**config.mk**
```make
export PLATFORM = sky130hd
export DESIGN_NAME = sbbtd_decode
export DESIGN_NICKNAME = d
export VERILOG_FILES = /design/src/core/sbbtd_desc_mem.v /design/src/core/sbbtd_decode.v
export VERILOG_INCLUDE_DIRS = /design/src /design/src/core
export SDC_FILE = /design/constraint.sdc
export NUM_CORES = 1
export LEC_CHECK = 0
export BUFFER_PORTS_ARGS = -buffer_cell sky130_fd_sc_hd__buf_2
export CORE_MARGIN = 8
export CORE_UTILIZATION = 50
export CTS_CLUSTER_DIAMETER = 150
export DETAILED_ROUTE_END_ITERATION = 10
export PLACE_DENSITY = 0.76
export SYNTH_ARGS = -nofsm -noshare
export SYNTH_HDL_FRONTEND = slang
export SYNTH_SLANG_ARGS = --single-unit
```
**constraint.sdc**
```tcl
create_clock -name core_clk -period 5.7 [get_ports core_clk]
set_clock_uncertainty 0.15 [all_clocks]
set_input_delay 0.57 -clock core_clk [delete_from_list [all_inputs] [get_ports core_clk]]
set_output_delay 0.57 -clock core_clk [all_outputs]
set_load 0.005 [all_outputs]
```
**src/core/sbbtd_consts.vh**
```
// Constants for the subroutine branch, bit test and module call decoder.
`ifndef SBBTD_CONSTS_VH
`define SBBTD_CONSTS_VH
`define SBBTD_BR_HI 8'h61
`define SBBTD_DISP_WORD 8'h00
`define SBBTD_DISP_LONG 8'hFF
`define SBBTD_BT_DYN_OP 4'h0
`define SBBTD_BT_DYN_MID 3'h4
`define SBBTD_BT_STAT 10'h020
`define SBBTD_CM_OP 10'h01B
`define SBBTD_MODE_DREG 3'h0
`define SBBTD_MODE_AREG 3'h1
`define SBBTD_MODE_EXT 3'h7
`define SBBTD_REG_ABSW 3'h0
`define SBBTD_REG_ABSL 3'h1
`define SBBTD_REG_PCD 3'h2
`define SBBTD_REG_PCX 3'h3
`define SBBTD_REG_IMM 3'h4
`define SBBTD_PTR_STEP 32'h00000004
`define SBBTD_OPC_STEP 32'h00000002
`define SBBTD_SIZE_BYTE 2'h0
`define SBBTD_SIZE_LONG 2'h2
`define SBBTD_FRAME_LONGS 2'h3
`define SBBTD_DESC_LONGS 2'h3
`define SBBTD_DESC_DEPTH 4
`endif

```
**src/core/sbbtd_desc_mem.v**
```verilog
// Small memory holding the module descriptor words loaded by a module call.
`default_nettype none
module sbbtd_desc_mem (
  input wire core_clk,
  input wire rst,
  input wire wr_en,
  input wire [1:0] wr_idx,
  input wire [31:0] wr_data,
  input wire [1:0] rd_idx,
  output reg [31:0] rd_data
);
  reg [31:0] mem [0:3];

  always @(posedge core_clk) begin
    if (wr_en) begin
      mem[wr_idx] <= wr_data;
    end
  end

  // Read data come out of a register, one cycle after the index.
  always @(posedge core_clk) begin
    if (rst) begin
      rd_data <= 32'h00000000;
    end else begin
      rd_data <= mem[rd_idx];
    end
  end
endmodule
`default_nettype wire

```
**src/core/sbbtd_decode.v**
```verilog
// Decode and execute logic for subroutine branch, bit test and module call.
`default_nettype none
`include "sbbtd_consts.vh"
module sbbtd_decode (
  input wire core_clk,
  input wire rst,
  input wire op_valid,
  output wire op_ready,
  input wire [15:0] op_word,
  input wire [31:0] op_addr,
  input wire ext_valid,
  output wire ext_ready,
  input wire [15:0] ext_word,
  input wire [31:0] ea_addr,
  input wire [31:0] next_instr_addr,
  input wire [31:0] top_of_stack_pointer,
  input wire [31:0] mod_state_in,
  output wire [2:0] data_reg_sel,
  input wire [31:0] data_reg_n,
  output reg mem_req,
  output reg mem_we,
  output reg [1:0] mem_size,
  output reg [31:0] mem_addr,
  output reg [31:0] mem_wdata,
  input wire mem_ack,
  input wire [31:0] mem_rdata,
  output reg ip_load,
  output reg [31:0] instruction_pointer,
  output reg sp_load,
  output reg [31:0] sp_value,
  output reg z_we,
  output reg z_value,
  output reg illegal_op,
  output reg done,
  input wire [1:0] desc_rd_idx,
  output wire [31:0] desc_rd_data
);
  localparam [9:0] S_IDLE = 10'h001;
  localparam [9:0] S_DISP_HI = 10'h002;
  localparam [9:0] S_DISP_LO = 10'h004;
  localparam [9:0] S_PUSH = 10'h008;
  localparam [9:0] S_BIT_EXT = 10'h010;
  localparam [9:0] S_BIT_OPND = 10'h020;
  localparam [9:0] S_BIT_IMM = 10'h040;
  localparam [9:0] S_BIT_MEM = 10'h080;
  localparam [9:0] S_CM_EXT = 10'h100;
  localparam [9:0] S_CM_XFER = 10'h200;

  ////////////////////////////////////////////////////////////////////////////
  // Decode functions.

  // Data addressing modes; immediate allowed only where asked.
  function ea_data_ok;
    input [2:0] mode;
    input [2:0] rg;
    input allow_imm;
    begin
      if (mode == `SBBTD_MODE_AREG) begin
        ea_data_ok = 1'b0;
      end else if (mode == `SBBTD_MODE_EXT) begin
        ea_data_ok = (rg == `SBBTD_REG_ABSW) || (rg == `SBBTD_REG_ABSL) ||
                     (rg == `SBBTD_REG_PCD) || (rg == `SBBTD_REG_PCX) ||
                     (allow_imm && (rg == `SBBTD_REG_IMM));
      end else begin
        ea_data_ok = 1'b1;
      end
    end
  endfunction

  // Control addressing modes, as used for the module descriptor.
  function ea_ctrl_ok;
    input [2:0] mode;
    input [2:0] rg;
    begin
      case (mode)
        3'h2, 3'h5, 3'h6: ea_ctrl_ok = 1'b1;
        3'h7: ea_ctrl_ok = (rg <= `SBBTD_REG_PCX);
        default: ea_ctrl_ok = 1'b0;
      endcase
    end
  endfunction

  // Selects a bit from a 32-bit operand.
  function pick_bit;
    input [31:0] val;
    input [4:0] num;
    begin
      pick_bit = val[num];
    end
  endfunction

  ////////////////////////////////////////////////////////////////////////////
  // State.

  reg [9:0] state;
  reg [15:0] op_hold;
  reg [31:0] disp;
  reg [31:0] base_addr;
  reg [31:0] sp_work;
  reg [7:0] bit_num;
  reg [7:0] arg_count;
  reg [1:0] xfer_idx;
  reg xfer_load;
  reg long_disp;
  reg req_sent;

  wire [2:0] op_mode = op_word[5:3];
  wire [2:0] op_reg = op_word[2:0];
  wire is_branch = (op_word[15:8] == `SBBTD_BR_HI);
  wire is_bt_dyn = (op_word[15:12] == `SBBTD_BT_DYN_OP) &&
                   (op_word[8:6] == `SBBTD_BT_DYN_MID);
  wire is_bt_stat = (op_word[15:6] == `SBBTD_BT_STAT);
  wire is_call = (op_word[15:6] == `SBBTD_CM_OP);
  wire take = op_valid && (state == S_IDLE);

  assign op_ready = (state == S_IDLE);
  assign ext_ready = (state == S_DISP_HI) || (state == S_DISP_LO) ||
                     (state == S_BIT_EXT) || (state == S_BIT_IMM) ||
                     (state == S_CM_EXT);
  wire ext_take = ext_valid && ext_ready;
  // While idle the register field names the bit number source.
  assign data_reg_sel = (state == S_IDLE) ? op_word[11:9] : op_hold[2:0];

  wire [31:0] frame_word = (xfer_idx == 2'h0) ? mod_state_in :
                           (xfer_idx == 2'h1) ? next_instr_addr :
                           {24'h000000, arg_count};
  wire [31:0] next_sp = sp_work - `SBBTD_PTR_STEP;
  wire desc_we = (state == S_CM_XFER) && xfer_load && mem_ack;

  sbbtd_desc_mem u_desc (
    .core_clk(core_clk),
    .rst(rst),
    .wr_en(desc_we),
    .wr_idx(xfer_idx),
    .wr_data(mem_rdata),
    .rd_idx(desc_rd_idx),
    .rd_data(desc_rd_data)
  );

  ////////////////////////////////////////////////////////////////////////////
  // Sequencer.

  always @(posedge core_clk) begin
    if (rst) begin
      state <= S_IDLE;
      op_hold <= 16'h0000;
      disp <= 32'h00000000;
      base_addr <= 32'h00000000;
      sp_work <= 32'h00000000;
      bit_num <= 8'h00;
      arg_count <= 8'h00;
      xfer_idx <= 2'h0;
      xfer_load <= 1'b0;
      long_disp <= 1'b0;
      req_sent <= 1'b0;
      mem_req <= 1'b0;
      mem_we <= 1'b0;
      mem_size <= `SBBTD_SIZE_BYTE;
      mem_addr <= 32'h00000000;
      mem_wdata <= 32'h00000000;
      ip_load <= 1'b0;
      instruction_pointer <= 32'h00000000;
      sp_load <= 1'b0;
      sp_value <= 32'h00000000;
      z_we <= 1'b0;
      z_value <= 1'b0;
      illegal_op <= 1'b0;
      done <= 1'b0;
    end else begin
      ip_load <= 1'b0;
      sp_load <= 1'b0;
      z_we <= 1'b0;
      illegal_op <= 1'b0;
      done <= 1'b0;
      case (state)
        S_IDLE: begin
          if (take) begin
            op_hold <= op_word;
            base_addr <= op_addr + `SBBTD_OPC_STEP;
            sp_work <= top_of_stack_pointer;
            if (is_branch) begin
              long_disp <= (op_word[7:0] == `SBBTD_DISP_LONG);
              if (op_word[7:0] == `SBBTD_DISP_WORD) begin
                // A zero byte never means a short branch.
                state <= S_DISP_LO;
              end else if (op_word[7:0] == `SBBTD_DISP_LONG) begin
                state <= S_DISP_HI;
              end else begin
                disp <= {{24{op_word[7]}}, op_word[7:0]};
                state <= S_PUSH;
              end
            end else if (is_bt_dyn) begin
              if (!ea_data_ok(op_mode, op_reg, 1'b1)) begin
                illegal_op <= 1'b1;
                done <= 1'b1;
              end else begin
                bit_num <= data_reg_n[7:0];
                if (op_mode == `SBBTD_MODE_EXT && op_reg == `SBBTD_REG_IMM) begin
                  state <= S_BIT_IMM;
                end else begin
                  state <= S_BIT_OPND;
                end
              end
            end else if (is_bt_stat) begin
              if (!ea_data_ok(op_mode, op_reg, 1'b0)) begin
                illegal_op <= 1'b1;
                done <= 1'b1;
              end else begin
                state <= S_BIT_EXT;
              end
            end else if (is_call) begin
              if (!ea_ctrl_ok(op_mode, op_reg)) begin
                illegal_op <= 1'b1;
                done <= 1'b1;
              end else begin
                state <= S_CM_EXT;
              end
            end else begin
              illegal_op <= 1'b1;
              done <= 1'b1;
            end
          end
        end
        S_DISP_HI: begin
          if (ext_take) begin
            disp[31:16] <= ext_word;
            state <= S_DISP_LO;
          end
        end
        S_DISP_LO: begin
          if (ext_take) begin
            if (long_disp) begin
              disp[15:0] <= ext_word;
            end else begin
              disp <= {{16{ext_word[15]}}, ext_word};
            end
            state <= S_PUSH;
          end
        end
        S_PUSH: begin
          if (!req_sent) begin
            // Return address is the instruction after all its words.
            mem_req <= 1'b1;
            mem_we <= 1'b1;
            mem_size <= `SBBTD_SIZE_LONG;
            mem_addr <= next_sp;
            mem_wdata <= next_instr_addr;
            req_sent <= 1'b1;
          end else if (mem_ack) begin
            mem_req <= 1'b0;
            mem_we <= 1'b0;
            req_sent <= 1'b0;
            sp_load <= 1'b1;
            sp_value <= next_sp;
            ip_load <= 1'b1;
            instruction_pointer <= base_addr + disp;
            done <= 1'b1;
            state <= S_IDLE;
          end
        end
        S_BIT_EXT: begin
          if (ext_take) begin
            bit_num <= ext_word[7:0];
            state <= S_BIT_OPND;
          end
        end
        S_BIT_IMM: begin
          if (ext_take) begin
            z_we <= 1'b1;
            z_value <= ~ext_word[bit_num[2:0]];
            done <= 1'b1;
            state <= S_IDLE;
          end
        end
        S_BIT_OPND: begin
          if (op_hold[5:3] == `SBBTD_MODE_DREG) begin
            z_we <= 1'b1;
            z_value <= ~pick_bit(data_reg_n, bit_num[4:0]);
            done <= 1'b1;
            state <= S_IDLE;
          end else begin
            // Byte read only; the operand is never written back.
            mem_req <= 1'b1;
            mem_we <= 1'b0;
            mem_size <= `SBBTD_SIZE_BYTE;
            mem_addr <= ea_addr;
            state <= S_BIT_MEM;
          end
        end
        S_BIT_MEM: begin
          if (mem_ack) begin
            mem_req <= 1'b0;
            z_we <= 1'b1;
            z_value <= ~pick_bit({24'h000000, mem_rdata[7:0]},
                                 {2'h0, bit_num[2:0]});
            done <= 1'b1;
            state <= S_IDLE;
          end
        end
        S_CM_EXT: begin
          if (ext_take) begin
            arg_count <= ext_word[7:0];
            xfer_idx <= 2'h0;
            xfer_load <= 1'b0;
            state <= S_CM_XFER;
          end
        end
        S_CM_XFER: begin
          if (!req_sent) begin
            mem_req <= 1'b1;
            mem_size <= `SBBTD_SIZE_LONG;
            req_sent <= 1'b1;
            if (!xfer_load) begin
              mem_we <= 1'b1;
              mem_addr <= next_sp;
              mem_wdata <= frame_word;
            end else begin
              mem_we <= 1'b0;
              mem_addr <= ea_addr + {28'h0000000, xfer_idx, 2'h0};
            end
          end else if (mem_ack) begin
            mem_req <= 1'b0;
            mem_we <= 1'b0;
            req_sent <= 1'b0;
            if (!xfer_load) begin
              sp_work <= next_sp;
              if (xfer_idx == `SBBTD_FRAME_LONGS - 2'h1) begin
                xfer_idx <= 2'h0;
                xfer_load <= 1'b1;
              end else begin
                xfer_idx <= xfer_idx + 2'h1;
              end
            end else if (xfer_idx == `SBBTD_DESC_LONGS - 2'h1) begin
              // Flags are left alone by a module call.
              sp_load <= 1'b1;
              sp_value <= sp_work;
              done <= 1'b1;
              xfer_load <= 1'b0;
              xfer_idx <= 2'h0;
              state <= S_IDLE;
            end else begin
              xfer_idx <= xfer_idx + 2'h1;
            end
          end
        end
        default: begin
          state <= S_IDLE;
        end
      endcase
    end
  end
endmodule
`default_nettype wire

```
---- Yosys cells after proc, flatten, opt, wreduce, memory -nomap -nowiden ----
Memories as Yosys holds them, arrays and structs flattened. A register that Yosys moved wholly into a read port is not among the register bits.
Index checks and enable logic that the tools add are counted.
storage, ports and cells
  register bits after elaboration ......... 268
  RAM bits ................................ 128
  input port bits ......................... 263
  output and inout port bits .............. 175
  word-level logic and storage cells ...... 289
  memories kept ........................... 1
operators by class
  add/sub/neg operators ................... 5
  order comparisons ....................... 4
  equal/unequal tests ..................... 56
  multiplexer cells ....................... 143
  bitwise gates (word level) .............. 5
  reduce and logical (&&, ||, !) cells .... 50
memories
  name        words  width  read ports  clocked after Yosys merged registers in  write ports  RTL line             text
  u_desc.mem  4      32     1           1                                        1            sbbtd_desc_mem.v:12  reg [31:0] mem [0:3];
operators by type and width
  cell                                                count
  two-way mux 32 bit                                  24
  one-hot mux 32 bit (2 select lines)                 3
  two-way mux 10 bit                                  19
  one-hot mux 10 bit (10 select lines)                1
  one-hot mux 32 bit (3 select lines)                 1
  two-way mux 1 bit                                   61
  one-hot mux 16 bit (3 select lines)                 1
  inequality test 2 bit, second input constant        21
  adder 32 x 2 -> 32 bit, second input constant       1
  adder 32 bit                                        1
  adder 32 x 4 -> 32 bit                              1
  two-way mux 16 bit                                  2
  one-hot mux 16 bit (2 select lines)                 1
  subtractor 32 x 3 -> 32 bit, second input constant  1
  two-way mux 5 bit                                   5
  == test 10 x 5 -> 1 bit, second input constant      2
  == test 10 x 6 -> 1 bit, second input constant      2
  AND reduction 4 bit                                 4
  == test 3 bit, second input constant                5
  AND reduction 15 bit                                1
  two-way mux 2 bit                                   6
  one-hot mux 1 bit (3 select lines)                  4
  AND reduction 6 bit                                 2
  nonzero test 2 bit                                  6
  other kinds (48)                                    88

---- Logic depth before layout (Yosys ltp) ----
  depth in word-level cells ............... 18
  gate-level depth with buffers ........... 14
  mapped depth without buffers ............ 11

---- Modules after synthesis ----
From an unflattened synthesis, not the netlist that was laid out.
second synthesis, totals
  cell total of the unflattened synthesis .. 2,342
  area, all modules ....................... 21,513.1 sq um
by module, submodules not included
  module          instances  cells an instance  area each (sq um)  sequential area each (sq um)
  sbbtd_decode    1          2,065              15,996.6           5,345.1
  sbbtd_desc_mem  1          277                5,516.5            4,484.3

---- Worst setup path after synthesis ----
OpenSTA, ideal clock, no wires.
  path type ............................... register to register
  from .................................... reg state[0]
  to ...................................... mem u_desc.mem[0][0] (enable)
  library setup time ...................... 0.461 ns
  data arrival time ....................... 4.391 ns
  required time ........................... 5.089 ns
  setup slack ............................. 0.698 ns
  stages on the path, launching flop included .. 10
  path buffers ............................ 4
  period minus slack after synthesis ...... 5.002 ns
  path through ............................ dfxtp_1 clkbuf_1 nor4_2 and4b_1 clkbuf_1 and2_1 clkbuf_1 clkbuf_1 nand2_1 nor3_1
between the ends
  cells in the longest elaborated chain, start to end .. 5
ends and longest elaborated chain
  element                                  RTL line             text
  start, declared                          sbbtd_decode.v:95    reg [9:0] state;
  start signal, assigned                   sbbtd_decode.v:145   state <= S_IDLE;
  start signal, assigned                   sbbtd_decode.v:185   state <= S_DISP_LO;
  start signal, assigned                   sbbtd_decode.v:187   state <= S_DISP_HI;
  == test 10 bit                           sbbtd_decode.v:128   wire desc_we = (state == S_CM_XFER) && xfer_load && mem_ack;
  logical AND 1 bit (2 in a row)           sbbtd_decode.v:128
  two-way mux 1 bit                        sbbtd_desc_mem.v:15  if (wr_en) begin
  two-way mux 1 bit (not written as such)  sbbtd_desc_mem.v:16  mem[wr_idx] <= wr_data;
  end, declared                            sbbtd_desc_mem.v:12
Every way passes these cells.

---- Worst setup path in the final report ----
  from .................................... reg state[6]
  to ...................................... reg bit_num[0]
between the ends
  cells in the longest elaborated chain, start to end .. 8
  elaborated cells on any way between the ends .. 20
  classes of those cells .................. eq/ne: 11; mux: 1; reduce/logical: 8
ends and longest elaborated chain
  element                                                                    RTL line            text
  == test 10 x 2 -> 1 bit / == test 10 x 3 -> 1 bit (equally long branches)  sbbtd_decode.v:117  assign ext_ready = (state == S_DISP_HI) || (state == S_DISP_LO) ||
  logical OR 1 bit (2 in a row)                                              sbbtd_decode.v:117
  logical OR 1 bit (2 in a row)                                              sbbtd_decode.v:118  (state == S_BIT_EXT) || (state == S_BIT_IMM) ||
  logical AND 1 bit                                                          sbbtd_decode.v:120  wire ext_take = ext_valid && ext_ready;
  inequality test 2 bit (no source line)                                     --
  AND reduction 6 bit (no source line)                                       --
  end signal, assigned                                                       sbbtd_decode.v:197  bit_num <= data_reg_n[7:0];
  end signal, assigned                                                       sbbtd_decode.v:263  bit_num <= ext_word[7:0];
  end, declared                                                              sbbtd_decode.v:100  reg [7:0] bit_num;
Parallel ways exist; a longest one is shown, timed or not.
A chain may end at the register's enable or synchronous reset.

==> flow_metrics.py <==
metrics = {
    "outcome": {
        "status": "completed",
    },
    "clocking": {
        "clock_sinks": 427,
        "cts_setup_buffers": 0,
        "cts_repair_resize_count": 0,
        "numCtsBuffers": 45,
        "clock_latency_ps": 590,
        "ctsLongestPathBuffers": 3,
        "cts_root_buffer": "clkbuf_16",
        "cts-hold-fix-buffers": 0,
        "clkTransAtPathRegs_ps": 60,
        "tritoncts_clock_tree": "yes",
        "h-tree-depth": 2,
    },
    "floorplanning": {
        "initial_utilization_pct": 50.2,
        "die_w_um": 221,
        "top_level_ports": 438,
        "num_rows": 75,
        "die_area_um2": 48700,
        "die_h_um": 221,
        "design.core.area_um2": 41700,
    },
    "timing": {
        "final_worst_path_period_share_pct": 68.8,
        "layout_min_cycle_time_ps": 3920,
        "max_slew_margin_pct": 13.1,
        "grt_setup_unrepaired": "no",
        "final.setup.worst_slack_ps": 1780,
        "timing.final.hold_violations": 0,
        "hold-worst-slack_ps": 52.3,
        "setup_tns_ps": 0,
        "timing.fmax_mhz": 255,
        "worst_slew_pin_slew_ps": 1300,
        "slew_viol_final": 0,
        "setup_viol": 0,
    },
    "worst_hold_path": {
        "whs_endpoint": "u_desc.mem[0][30]$_DFFE_PP_",
        "hold_path_class": "in -> reg",
        "worstHoldPathCells": 1,
        "launch_point_of_the_worst_hold_path": "mem_rdata[30]",
    },
    "synthesis": {
        "netlist_cell_types": 76,
        "share_of_flip_flops_with_an_asynchronous_set_or_reset_after_synthesis_pct": 0,
        "synth_top_cells_by_area": "dfxtp_1 29%, edfxtp_1 18%, nor2_1 5.5%, mux4_2 4.9%, a21oi_1 4.4%",
        "share_of_the_synthesized_netlist_area_taken_by_xor_and_xnor_gates_pct": 4.60,
        "synth-seq-cells": 427,
        "synth_top_cell_by_area": "dfxtp_1",
        "number_of_flops_mapped_to_enable_cells_by_yosys": 128,
        "synth_area_in_adders_pct": 2.34,
        "number_of_nets_in_the_synthesized_netlist": 2567,
        "synth.area.mux_share_pct": 5.91,
        "total_standard_cell_area_after_synthesis_um2": 20900,
        "yosysTopAreaCellShare_pct": 28.6,
        "post_synth.cell_area_avg_um2": 9.24,
        "synth_top_family_by_area": "simple AND/OR/NAND/NOR gates",
        "primary_flip_flop_cell_chosen_by_synthesis_mapping": "dfxtp_1",
        "yosys_warnings": 0,
        "share_of_the_synthesized_area_in_compound_gates_ao_oa_aoi_oai_pct": 17.4,
        "yosys.area_share.simple_pct": 19.4,
        "syn_inst": 2266,
        "yosysSeqAreaShare_pct": 47.0,
    },
    "critical_path": {
        "required_ps": 6030,
        "critical_path.top_delay_family": "simple AND/OR/NAND/NOR gates",
        "critPathBufInv": 2,
        "timing.critical_path.slowest_stage_cell": "o22ai_1",
        "setup.worst_path.class": "reg -> reg",
        "cpMostUsedCell": "nor2_1",
        "r2r_start": "state[6]$_SDFFE_PP0P_",
        "worst-r2r-setup-slack_ps": 1780,
        "worst-r2r-cell-count": 10,
        "cp-end-kind": "flop",
        "cp_slowest_stage_delay_ps": 640,
        "critical_path.startpoint_type": "flop",
        "path_max_fanout": 72,
        "r2r_end": "bit_num[0]$_SDFFE_PP0P_",
        "crit_path_cell_trace": "nor2_1 -> nand4_1 -> or2_2 -> clkinv_1 -> and2_2 -> buf_4 -> nand2_1 -> o22ai_1 -> nor2_1 -> a211oi_1",
        "timing.critical_path.arrival_ps": 4250,
    },
    "global_route": {
        "grtUsageTotal_pct": 26.9,
        "grt_max_degree": 125,
        "overflow": 0,
        "first_global_vias": 18100,
        "first_pass_grt_wire_length_um": 102000,
        "antenna_found_initial": 9,
    },
    "place": {
        "port_buffers": 436,
        "placedCellCount": 3108,
        "dp_worst_setup_slack_ps": 1860,
        "post-dp-hpwl_um": 50100,
        "gp_congestion": 0.951,
    },
    "detailed_routing": {
        "post_drt_wl_per_cell_um": 21.3,
        "postRouteAntennaNets": 0,
        "detailedRoute.firstIterationViolations": 2064,
        "sum_of_routed_wire_length_over_all_layers_um": 68200,
        "via_count_of_the_routed_design": 19000,
        "firstDrtPassIters": 8,
        "drt_drc_violations_left": 0,
        "avgViaCountPerCell": 5.94,
    },
    "power_and_ir_drop": {
        "totalPowerFinal_mw": 8.43,
        "p_leak_nw": 9.97,
        "p_per_area_nw_per_um2": 336,
        "worst_ir_drop_vdd_mv": 0.212,
    },
    "layout": {
        "fin_nets": 2917,
        "share_of_post_route_cells_with_drive_strength_above_1_pct": 23.3,
        "post_layout_nonfiller_instances": 3198,
        "fillerInstances": 3629,
        "areaGrowthSynthToFinish_pct": 19.6,
    },
    "run": {
        "cap_violations": 0,
    },
}
[layout make-up]
cell class	count	area [µm²]	share of cell area, %
Antenna cell	7	17.5	0.0699
Clock buffer	62	1320	5.28
Clock inverter	21	290	1.16
Inverter	27	101	0.405
Multi-Input combinational cell	1653	10400	41.6
Sequential cell	427	9830	39.2
Tap cell	539	674	2.69
Timing Repair Buffer	462	2390	9.53
[how the worst max path moves through the flow]
stage	start	to	cells past startpoint
4_1_cts	state[6]$_SDFFE_PP0P_	bit_num[0]$_SDFFE_PP0P_	10
2_1_floorplan	state[0]$_SDFFE_PP1P_	u_desc.mem[0][0]$_DFFE_PP_	9
6_report	state[6]$_SDFFE_PP0P_	bit_num[0]$_SDFFE_PP0P_	10
3_3_place_gp	state[6]$_SDFFE_PP0P_	state[3]$_SDFFE_PP0P_	9
3_5_place_dp	state[6]$_SDFFE_PP0P_	bit_num[0]$_SDFFE_PP0P_	10
5_1_grt	state[6]$_SDFFE_PP0P_	bit_num[0]$_SDFFE_PP0P_	10
[metrics by stage]
step / cell area (µm²) / util, %
after floorplan: 20900 / -
after global placement: 23400 / 56.2
after detailed placement: 23400 / 56.2
after CTS: 25000 / 60.1
after global routing: 25000 / 60.1
final: 25000 / 60.1
[Yosys cell counts, types with 6 or more instances]
cell type	instances
or3_1	13
o21ai_0	83
ha_1	36
o22ai_1	13
o31ai_1	6
nor2_1	307
clkbuf_1	131
a22oi_1	13
a31oi_1	12
xor2_1	57
and4_1	7
a21oi_1	185
and2_1	40
edfxtp_1	128
dfxtp_1	299
or2_2	6
inv_1	26
nor3b_1	6
a221oi_1	37
nand2b_1	9
buf_2	7
nand3_1	50
nand4b_1	6
o21a_1	9
nor4_1	16
a21o_1	18
nand4_1	15
nand2_1	242
nor2b_1	15
a211oi_1	122
mux2i_1	19
o211ai_1	10
buf_1	18
and3_1	29
mux4_2	46
nor3_1	92
xnor2_1	53
[kinds of logic after synthesis]
kind of cell	after synthesis
AOI/OAI and AO/OA	561
muxes	66
and+or+nand+nor	877
xor gates and xnor gates	110
DFF	427
other	1
buffers and inverters	186
adders and majority gates	38
[routing by layer]
metal	global-route usage, %	part of all wire [%]	vias up
met3	4.85	8.3	167
met4	12.0	4.2	8
met2	44.2	47	908
met5	0	0.078	-
li1	-	-	8984
met1	34.4	40	8932
[sequential cells by signal, summed over array words and instances (netlist names), 2 cells and up]
name                 flops
mem_addr                32
base_addr               32
arg_count                8
u_desc.rd_data          32
state                   10
sp_work                 32
op_hold                  6
sp_value                32
mem_wdata               32
xfer_idx                 2
u_desc.mem             128
instruction_pointer     32
bit_num                  5
disp                    32
[layout by cell type (no fill, tap or decap), types with 57 or more instances in the layout]
cell,netlist,final
buf_2,7,435
nor2_1,307,303
dfxtp_1,299,299
nand2_1,242,241
a21oi_1,185,183
edfxtp_1,128,128
a211oi_1,122,122
nor3_1,92,90
o21ai_0,83,82
xor2_1,57,57
[where the power goes]
| group | leakage (nW) | internal, mW | switching, mW |
|---|---|---|---|
| clock | 0.793 | 1.94 | 1.25 |
| sequential | 3.58 | 3.28 | 0.165 |
| combinational | 5.60 | 0.668 | 1.13 |
| total | 9.97 | 5.89 | 2.54 |
No activity file was read; power rests on OpenSTA's default activity.
